[src/dlc_params.svh]
// Purpose: constants for the converter latch controller
// Assumes: 10 MHz system clock
// Notes:   byte addresses on a 32-bit classic Wishbone slave
`ifndef DLC_PARAMS_SVH
`define DLC_PARAMS_SVH

`define DLC_CLK_PERIOD_NS   100
`define DLC_WR_MIN_NS       900
`define DLC_WR_CYC \
   ((`DLC_WR_MIN_NS + `DLC_CLK_PERIOD_NS - 1) / `DLC_CLK_PERIOD_NS)
`define DLC_HOLD_MIN_NS     50
`define DLC_HOLD_CYC \
   ((`DLC_HOLD_MIN_NS + `DLC_CLK_PERIOD_NS - 1) / `DLC_CLK_PERIOD_NS)

`define DLC_ADR_DATA        8'h00
`define DLC_ADR_CTRL        8'h04
`define DLC_ADR_STAT        8'h08

`define DLC_CTRL_MODE_LSB   0
`define DLC_CTRL_ILE_BIT    2
`define DLC_CTRL_COPY_TO_CONVERTER_N_BIT   3
`define DLC_CTRL_GO_BIT     4

`define DLC_STAT_BUSY_BIT   0
`define DLC_STAT_DONE_BIT   1

`define DLC_DATA_RST        8'h00
`define DLC_MODE_RST        2'h0

`endif

[src/dlc_pkg.sv]
// Purpose: types for the converter latch controller
// Assumes: nothing
// Notes:   modes select how the two device latches are driven
package dlc_pkg;
   typedef enum logic [1:0] {
      DLC_MODE_SINGLE = 2'h0,
      DLC_MODE_DOUBLE = 2'h1,
      DLC_MODE_FLOW   = 2'h2,
      DLC_MODE_XONLY  = 2'h3
   } dlc_mode_t;

   typedef struct packed {
      logic       input_write_strobe_n;
      logic       transfer_write_strobe_n;
      logic       copy_to_converter_n;
      logic       chip_select_n;
      logic       input_latch_enable;
   } dlc_ctl_t;
endpackage

[src/dlc_ctrl.sv]
// Purpose: drives the pins of an 8-bit double-buffered multiplying
//          converter from a Wishbone register set
// Assumes: device pins are plain outputs; 10 MHz SYS_CLK
// Notes:   strobes last a whole number of clock cycles
//
// Behaviour
// RULE1 - single-buffered: one latch held transparent, the other captures
// RULE2 - controller uses the input register as the holding latch
// RULE3 - select, strobe two, transfer low, enable high: strobe one updates
// RULE4 - all controls low and enable high make both latches flow through
// RULE5 - each write strobe is held low at least 900 ns
// RULE6 - device captures code on the rising edge of a selected strobe
// RULE7 - short bus cycles are stretched until the strobe width is met; here ack comes after one wait state
// RULE8 - data stays valid on the pins while a strobe is low
// RULE9 - code is straight binary 0..255, currents code/256 and complement
// RULE10 - each set bit steers current to the true output, else complement
// RULE11 - enable low freezes the input register regardless of strobe one
// RULE12 - converter register loads on transfer with strobe two
// RULE13 - shared transfer changes only converters whose input was written
// RULE14 - both device registers are level-sensitive latches
//
// The address map and register access over Wishbone were chosen for this implementation.
`timescale 1ns/1ps
`include "dlc_params.svh"
`default_nettype none

module dlc_ctrl
   import dlc_pkg::*;
(
   // system
   input  wire logic        SYS_CLK,
   input  wire logic        RESET_N,
   // wishbone slave
   input  wire logic        WB_CYC_I,
   input  wire logic        WB_STB_I,
   input  wire logic        WB_WE_I,
   input  wire logic [7:0]  WB_ADR_I,
   input  wire logic [3:0]  WB_SEL_I,
   input  wire logic [31:0] WB_DAT_I,
   output var  logic [31:0] WB_DAT_O,
   output var  logic        WB_ACK_O,
   // device pins
   output var  logic [7:0]  DAC_DATA,
   output var  dlc_ctl_t    DAC_CTL
);

   typedef enum logic [1:0] {ST_IDLE, ST_STROBE, ST_HOLD} dlc_state_t;

   localparam logic [3:0] WR_CYC   = 4'(`DLC_WR_CYC);
   localparam logic [3:0] HOLD_CYC = 4'(`DLC_HOLD_CYC);
   // one extra leading cycle: latch-mode pins settle before any strobe
   localparam logic [3:0] RUN_CYC  = 4'(`DLC_WR_CYC + 1);

   logic [7:0]  data_reg;
   dlc_mode_t   mode_reg;
   logic        ile_reg;
   logic        copy_to_converter_n_reg;
   logic        done_reg;
   logic        go;
   logic        strobe_one;
   dlc_state_t  state_reg;
   logic [3:0]  cnt_reg;
   logic        wb_req;

   function automatic logic hit(input logic [7:0] a, input logic [7:0] off);
      hit = (a == off);
   endfunction

   // ==========================================================
   // bus slave: one wait state, ack pulses one cycle
   assign wb_req = WB_CYC_I && WB_STB_I && !WB_ACK_O;
   assign go = wb_req && WB_WE_I && WB_SEL_I[0]
               && hit(WB_ADR_I, `DLC_ADR_CTRL)
               && WB_DAT_I[`DLC_CTRL_GO_BIT] && (state_reg == ST_IDLE);

   always_ff @(posedge SYS_CLK or negedge RESET_N) begin
      if (!RESET_N) begin
         WB_ACK_O <= 1'b0;
      end else begin
         WB_ACK_O <= wb_req;
      end
   end

   always_ff @(posedge SYS_CLK or negedge RESET_N) begin
      if (!RESET_N) begin
         WB_DAT_O <= 32'h0;
      end else if (wb_req && !WB_WE_I) begin
         if (hit(WB_ADR_I, `DLC_ADR_DATA)) begin
            WB_DAT_O <= {24'h0, data_reg};
         end else if (hit(WB_ADR_I, `DLC_ADR_CTRL)) begin
            WB_DAT_O <= {28'h0, copy_to_converter_n_reg, ile_reg, mode_reg};
         end else if (hit(WB_ADR_I, `DLC_ADR_STAT)) begin
            WB_DAT_O <= {30'h0, done_reg, state_reg != ST_IDLE};
         end else begin
            WB_DAT_O <= 32'h0;
         end
      end
   end

   // data is locked while a strobe sequence runs
   always_ff @(posedge SYS_CLK or negedge RESET_N) begin
      if (!RESET_N) begin
         data_reg <= `DLC_DATA_RST;
      end else if (wb_req && WB_WE_I && WB_SEL_I[0]
                   && hit(WB_ADR_I, `DLC_ADR_DATA)
                   && state_reg == ST_IDLE) begin
         data_reg <= WB_DAT_I[7:0]; // RULE8
      end
   end

   always_ff @(posedge SYS_CLK or negedge RESET_N) begin
      if (!RESET_N) begin
         mode_reg <= dlc_mode_t'(`DLC_MODE_RST);
         ile_reg  <= 1'b1;
         copy_to_converter_n_reg <= 1'b0;
      end else if (wb_req && WB_WE_I && WB_SEL_I[0]
                   && hit(WB_ADR_I, `DLC_ADR_CTRL)
                   && state_reg == ST_IDLE) begin
         mode_reg <= dlc_mode_t'(WB_DAT_I[`DLC_CTRL_MODE_LSB +: 2]);
         ile_reg  <= WB_DAT_I[`DLC_CTRL_ILE_BIT];
         copy_to_converter_n_reg <= WB_DAT_I[`DLC_CTRL_COPY_TO_CONVERTER_N_BIT];
      end
   end

   // ==========================================================
   // strobe sequencer
   always_ff @(posedge SYS_CLK or negedge RESET_N) begin
      if (!RESET_N) begin
         state_reg <= ST_IDLE;
         cnt_reg   <= 4'h0;
      end else begin
         case (state_reg)
            ST_IDLE: begin
               if (go && mode_reg != DLC_MODE_FLOW) begin
                  state_reg <= ST_STROBE;
                  cnt_reg   <= RUN_CYC; // RULE5 RULE7
               end
            end
            ST_STROBE: begin
               if (cnt_reg == 4'h1) begin
                  state_reg <= ST_HOLD;
                  cnt_reg   <= HOLD_CYC; // RULE8
               end else begin
                  cnt_reg <= cnt_reg - 4'h1;
               end
            end
            ST_HOLD: begin
               if (cnt_reg == 4'h1) begin
                  state_reg <= ST_IDLE;
               end else begin
                  cnt_reg <= cnt_reg - 4'h1;
               end
            end
            default: begin
               state_reg <= ST_IDLE;
            end
         endcase
      end
   end

   always_ff @(posedge SYS_CLK or negedge RESET_N) begin
      if (!RESET_N) begin
         done_reg <= 1'b0;
      end else if (state_reg == ST_HOLD && cnt_reg == 4'h1) begin
         done_reg <= 1'b1;
      end else if (go) begin
         done_reg <= 1'b0;
      end
   end

   // a mode change and a strobe edge never reach the pins together,
   // so a closing converter latch cannot glimpse the new code
   assign strobe_one = (state_reg == ST_STROBE)
                       && (cnt_reg != RUN_CYC); // RULE5 RULE8

   // ==========================================================
   // device pins
   always_ff @(posedge SYS_CLK or negedge RESET_N) begin
      if (!RESET_N) begin
         DAC_DATA <= `DLC_DATA_RST;
      end else begin
         DAC_DATA <= data_reg; // RULE9 RULE10
      end
   end

   always_ff @(posedge SYS_CLK or negedge RESET_N) begin
      if (!RESET_N) begin
         DAC_CTL <= '{1'b1, 1'b1, 1'b1, 1'b1, 1'b1};
      end else begin
         DAC_CTL.input_latch_enable <= ile_reg; // RULE11
         DAC_CTL.chip_select_n      <= 1'b0;
         case (mode_reg)
            DLC_MODE_SINGLE: begin
               // converter latch open, input latch holds
               DAC_CTL.input_write_strobe_n    <= !strobe_one; // RULE2
               DAC_CTL.transfer_write_strobe_n <= 1'b0;
               DAC_CTL.copy_to_converter_n     <= 1'b0;
            end
            DLC_MODE_DOUBLE: begin
               // load input latch only; optional shared transfer
               DAC_CTL.input_write_strobe_n    <= !strobe_one; // RULE6 RULE13
               DAC_CTL.transfer_write_strobe_n <= !(strobe_one && copy_to_converter_n_reg);
               DAC_CTL.copy_to_converter_n     <= !(strobe_one && copy_to_converter_n_reg);
            end
            DLC_MODE_FLOW: begin
               DAC_CTL.input_write_strobe_n    <= 1'b0; // RULE4 RULE14
               DAC_CTL.transfer_write_strobe_n <= 1'b0;
               DAC_CTL.copy_to_converter_n     <= 1'b0;
            end
            DLC_MODE_XONLY: begin
               // transfer only: held code goes to converter
               DAC_CTL.input_write_strobe_n    <= 1'b1;
               DAC_CTL.transfer_write_strobe_n <= !strobe_one; // RULE12 RULE5
               DAC_CTL.copy_to_converter_n     <= !strobe_one;
            end
            default: begin
               DAC_CTL.input_write_strobe_n    <= 1'b1;
               DAC_CTL.transfer_write_strobe_n <= 1'b1;
               DAC_CTL.copy_to_converter_n     <= 1'b1;
            end
         endcase
      end
   end

endmodule

`default_nettype wire

[config.mk]
export PLATFORM = sky130hd
export DESIGN_NAME = dlc_ctrl
export DESIGN_NICKNAME = d
export VERILOG_FILES = /design/src/dlc_pkg.sv /design/src/dlc_ctrl.sv
export VERILOG_INCLUDE_DIRS = /design/src /design/src/src
export SDC_FILE = /design/constraint.sdc
export NUM_CORES = 1
export LEC_CHECK = 0
export BUFFER_PORTS_ARGS = -buffer_cell sky130_fd_sc_hd__buf_2
export CAP_MARGIN = 15
export CELL_PAD_IN_SITES_DETAIL_PLACEMENT = 0
export CELL_PAD_IN_SITES_GLOBAL_PLACEMENT = 1
export CORE_MARGIN = 2
export CORE_UTILIZATION = 31
export CTS_BUF_LIST = sky130_fd_sc_hd__clkbuf_16
export CTS_CLUSTER_DIAMETER = 40
export DETAILED_ROUTE_END_ITERATION = 6
export PLACE_DENSITY = 0.84
export RECOVER_POWER = 25
export SLEW_MARGIN = 0
export SYNTH_ARGS = -nofsm -noshare
export SYNTH_HDL_FRONTEND = slang
export SYNTH_SLANG_ARGS = --single-unit
[constraint.sdc]
create_clock -name SYS_CLK -period 1.8 [get_ports SYS_CLK]
set_input_delay 0 -clock SYS_CLK [delete_from_list [all_inputs] [get_ports SYS_CLK]]
set_output_delay 0 -clock SYS_CLK [all_outputs]
set_load 0.03 [all_outputs]
### After elaboration in Yosys (flattened, before gate mapping)

Index checks and enable logic that the tools add are counted.

| operators by class | value |
|---|---|
| mux-type cells | 14 |
| reduce and logical (&&, ||, !) cells | 27 |
| add/subtract/negate cells | 1 |
| eq/ne operators | 14 |

Operators with widths:

| cell | count |
|---|---|
| $mux 4 | 4 |
| $logic_and 1x1->1 | 15 |
| $pmux 3 s4 | 1 |
| $pmux 4 s3 | 1 |
| $eq 8x3->1 const B | 1 |
| $eq 8x4->1 const B | 1 |
| $logic_not 8->1 | 1 |
| $mux 2 | 4 |
| $mux 8 | 1 |
| $ne 2x2->1 const B | 4 |
| $eq 2x2->1 const B | 3 |
| $pmux 2 s3 | 1 |
| $reduce_and 3->1 | 2 |
| $eq 2x1->1 const B | 2 |
| $eq 4x1->1 const B | 1 |
| $logic_not 1->1 | 4 |
| $logic_not 2->1 | 2 |
| $ne 4x4->1 const B | 1 |
| $reduce_bool 2->1 | 2 |
| $sub 4x1->4 const B | 1 |
| $reduce_bool 3->1 | 1 |
| $mux 1 | 2 |
| $ne 2x1->1 const B | 1 |

| storage, ports and cells | value |
|---|---|
| word-level logic and storage cells | 71 |
| output and inout bits | 46 |
| bits of input ports | 49 |
| register bits after elaboration | 65 |

### Depth between registers and ports, before layout

| logic depth | value |
|---|---|
| depth in word-level cells | 10 |
| gate-level depth with buffers | 7 |
| mapped depth without buffers | 7 |

### Worst setup path after synthesis

OpenSTA, ideal clock, no wires.

| timing | value |
|---|---|
| kind | reg-to-reg |
| start point | reg WB_ACK_O |
| end point | reg cnt_reg[1] |
| buffers on the path | 0 |
| required time | 1675 ps |
| clock period less this slack | 2042 ps |
| arrival time | 1918 ps |
| library setup time | 125 ps |
| slack | -242 ps |
| cell stages (with the launch flop) | 6 |
| cells stage by stage | dfrtp_1 -> and3b_2 -> nand4_2 -> o41a_1 -> a21oi_2 -> mux2_2 |

| between the ends | value |
|---|---|
| longest elaborated chain between the ends | 10 |

RTL lines:

| item | line | source |
|---|---|---|
| start, declared | dlc_ctrl.sv:41 | `output var logic WB_ACK_O,` |
| start signal, assigned | dlc_ctrl.sv:80 | `WB_ACK_O <= wb_req;` |
| $logic_not 1->1 | dlc_ctrl.sv:71 | `assign wb_req = WB_CYC_I && WB_STB_I && !WB_ACK_O;` |
| $logic_and 1x1->1 | dlc_ctrl.sv:71 |  |
| named net wb_req | dlc_ctrl.sv:63 | `logic wb_req;` |
| $logic_and 1x1->1 (5 in a row) | dlc_ctrl.sv:72 | `assign go = wb_req && WB_WE_I && WB_SEL_I[0]` |
| $logic_and 1x1->1 | dlc_ctrl.sv:134 | `if (go && mode_reg != DLC_MODE_FLOW) begin` |
| $ne 2x1->1 (no line) | - |  |
| $reduce_and 3->1 (no line) | - |  |
| end signal, assigned | dlc_ctrl.sv:144 | `cnt_reg <= cnt_reg - 4'h1;` |
| end signal, assigned | dlc_ctrl.sv:151 | `cnt_reg <= cnt_reg - 4'h1;` |
| end, declared | dlc_ctrl.sv:62 | `logic [3:0] cnt_reg;` |

The timed path passes the listed nets, and every way through them passes these cells.
A chain may end at the register's enable or synchronous reset.

### Worst setup path after layout

Same ends and word-level chain as after synthesis.

==> run_results.csv <==
group,metric,value,unit
floorplanning,io_pins,95,
finish,syn_to_final_growth,32.7,%
yosys,synth.distinct_cells,38,
global_routing,grt_usage,0.120,
finish,fin_area,0.00259,mm2
finish,final_util,0.433,
yosys,synth_xor_area_frac,0,
sta,period_minus_slack,1.82,ns
sta,fmax,550,MHz
pwr,power.density,923,mW/mm2
pwr,internal-power,0.00177,W
sta,setup_slack,-0.0191,ns
pwr,seq_power_share,0.408,
clock_tree,cts_root_buf,"clkbuf_16",
setup_path,slowest_stage,"o41a_1",
yosys,synth_warnings,0,
sta,setup_violations,1,
global_routing,grt_overflow_total,0,
clock_tree,cts.sink_count,40,
floorplanning,rows,28,
sta,skew,0.00368,ns
floorplanning,fp.dieW,83.4,um
run_status,outcome,"finished, violations left",
detailed_routing,routed_via_density,4.42,
setup_path,worstPathRequired,1.96,ns
clock_tree,cts_buffers,5,
yosys,synth_edf_count,0,
yosys,synthCells,170,
floorplanning,fp.dieH,83.4,um
placement,dp.cells,302,
setup_path,cp_max_fo,3,
yosys,post_synth_fa_ha_maj_area_fraction,0.0448,
clock_tree,worstSkewPairLatency,0.28,ns
run_status,violations,"negative setup slack",
finish,fin_cells,321,
detailed_routing,wl_per_cell,12.5,um
placement,routabilityCongestion,0.781,
sta,drv_slew,0,
clock_tree,cts_tree,"yes",
global_routing,grt_start_max_net_pins,41,
setup_path,cp_data_arrival_time,1.98,ns
detailed_routing,ant_nets,0,
yosys,synth_top_family_by_area,"simple AND/OR/NAND/NOR gates",
detailed_routing,drc,0,
setup_path,cp-end-kind,"flop",
global_routing,grt_pass1_vias,1411,
floorplanning,core_area,0.00599,mm2
placement,post_dp_cell_area,0.00230,mm2
floorplanning,dieArea,0.00696,mm2
sta,finalCritPeriodShare,1.01,
setup_path,cp_slowest_stage_delay,0.43,ns
yosys,seq_area_frac_synth,0.515,
detailed_routing,first_pass_iters,4,
detailed_routing,dr_total_vias,1420,
pwr,ir_worst_vdd,0.000590,V
placement,port_buffers,43,
pwr,p_sw,0.000625,W
pwr,p_clk_frac,0.421,
finish,post_route_cells_drive_above_1_share,0.366,
yosys,yosys_most_used_dff,"dfrtp_1",
yosys,muxShareOfSynthArea,0.0851,
sta,slew_headroom,0.421,
pwr,pwr-share-comb,0.171,
global_routing,grt_first_pass_wirelength,6630,um
run,cap_violations,0,
setup_path,path_class,"reg2reg",
yosys,synth_area,0.00195,mm2
detailed_routing,wl,4020,um
setup_path,cp_cell_sequence,"and3b_2 -> nand4_4 -> o41a_1 -> a21oi_2 -> mux2_4",
yosys,yosys.area_share.simple,0.130,
sta,tightest_slew,0.869,ns
sta,final-hold-violation-count,0,
pwr,p_leak,1.28,nW
pwr,switching_share,0.261,
placement,hpwl,2990,um
yosys,synth-seq-cells,40,
sta,rsz0062_at_grt,"true",
floorplanning,start_util,0.326,
yosys,syn_area_per_cell,11.5,um2
clock_tree,cts_buffer_depth,2,
finish,nets,301,
hold_path,hold_path_class,"in2reg",
setup_path,start_kind,"flop",
detailed_routing,drtIter0Drc,72,
clock_tree,cts.reportedPaths.clkPinSlew,0.06,ns
yosys,ys_async_sr_fraction,1.00,
global_routing,antenna_found_initial,0,
finish,insertedDiodeCount,0,
yosys,synth-compound-area-share,0.111,
clock_tree,ctsHtreeMaxLevel,2,
==> metal layers <==
| layer | vias to the layer above | global-route usage | share of wire | routed length [um] |
|---|---|---|---|---|
| li1 | 701 | - | - | - |
| met1 | 666 | 0.153 | 0.44 | 1790 |
| met2 | 49 | 0.188 | 0.48 | 1910 |
| met3 | 4 | 0.0358 | 0.062 | 250 |
| met4 | 0 | 0.0551 | 0.017 | 68 |
| met5 | - | 0 | 0 | 0 |
==> synthesized netlist by cell type, drive strengths merged, types with 2 or more instances <==
master / instances / area, um2
nor4: 4 / 55.1
buf: 25 / 188
or2: 2 / 12.5
dfrtp: 35 / 876
nor2: 10 / 37.5
clkbuf: 2 / 7.51
nand2: 12 / 45.0
inv: 6 / 22.5
a21oi: 7 / 38.8
mux2i: 2 / 20.0
nand3: 3 / 15.0
mux2: 13 / 146
nor3: 2 / 10.0
o21ai: 7 / 35.0
a22o: 5 / 43.8
o21a: 2 / 15.0
dfstp: 5 / 131
nand2b: 3 / 18.8
ha: 7 / 87.6
a22oi: 2 / 15.0
==> cell usage in the layout (no fill, tap or decap), types with 8 or more instances in the layout <==
cell,n
buf_4,20
buf_2,30
conb_1,25
nor2_1,10
dfrtp_1,34
mux2_2,12
nand2_1,12
clkbuf_1,13
dlygate4sd3_1,8
==> repair_timing <==
action	CTS	global route
endpoints found under the setup margin	3	4
gates resized for setup	5	5
hold buffers	8	0
buffers inserted	2	1
hold endpoints to repair	46	0
pin swaps	2	1
==> critical path: cells and delay by family (launching register included) <==
kind	cells	cell delay (ns)
AND/OR/NAND/NOR	2	0.38
AO/OA/AOI/OAI	2	0.62
flip-flops	1	0.39
multiplexers	1	0.32
==> through the flow <==
stage / setup TNS (ns) / total power [W] / setup WS [ns] / hold slack [ns]
global placement: 0 / 0.00135 / 0.00472 / 0.167
CTS: 0 / 0.00241 / 0.000664 / 0.00303
floorplan: -0.0630 / 0.00126 / -0.0630 / -0.296
global route: -0.155 / 0.00250 / -0.0737 / 0.00904
detailed placement: -0.0269 / 0.00136 / -0.0269 / 0.170
finish: -0.0191 / 0.00239 / -0.0191 / 0.00839
==> power by group through the flow <==
stage                     clock [W]  combinational (W)  sequential (W)
after floorplan                   0           0.000262         0.00100
after global placement            0           0.000357        0.000990
after detailed placement          0           0.000369        0.000991
after CTS                   0.00103           0.000399        0.000976
after global routing        0.00107           0.000449        0.000981
final                       0.00101           0.000408        0.000976
==> cell type report <==
class / instances / area, um2
Fill cell: 573 / 3400
Inverter: 6 / 22.5
Clock inverter: 3 / 46.3
Clock buffer: 5 / 125
Multi-Input combinational cell: 121 / 867
Tap cell: 75 / 93.8
Sequential cell: 40 / 1010
Timing Repair Buffer: 71 / 429
==> final timing paths <==
| path | from | slack, ns | depth (start not counted) | end |
|---|---|---|---|---|
| setup / recovery | WB_ACK_O | -0.02 | 5 | cnt_reg[1] |
| min in group asynchronous | RESET_N | 0.37 | 2 | cnt_reg[2] |
| hold reg to reg | ile_reg | 0.38 | 0 | DAC_CTL[0] |
| max in group asynchronous | RESET_N | 0.84 | 2 | WB_ACK_O |
| setup reg to reg | WB_ACK_O | -0.02 | 5 | cnt_reg[1] |
| hold / removal | WB_DAT_I[4] | 0.008 | 2 | data_reg[4] |
==> cell families (layout without fill, tap and decap cells) <==
| family | Yosys count | in the layout |
|---|---|---|
| simple gates | 43 | 43 |
| fa+ha+maj | 7 | 7 |
| compound gates | 31 | 31 |
| flops | 40 | 40 |
| other cells | 1 | 25 |
| mux | 15 | 15 |
| buf+inv | 33 | 85 |
Power figures use the tool's default switching activity.
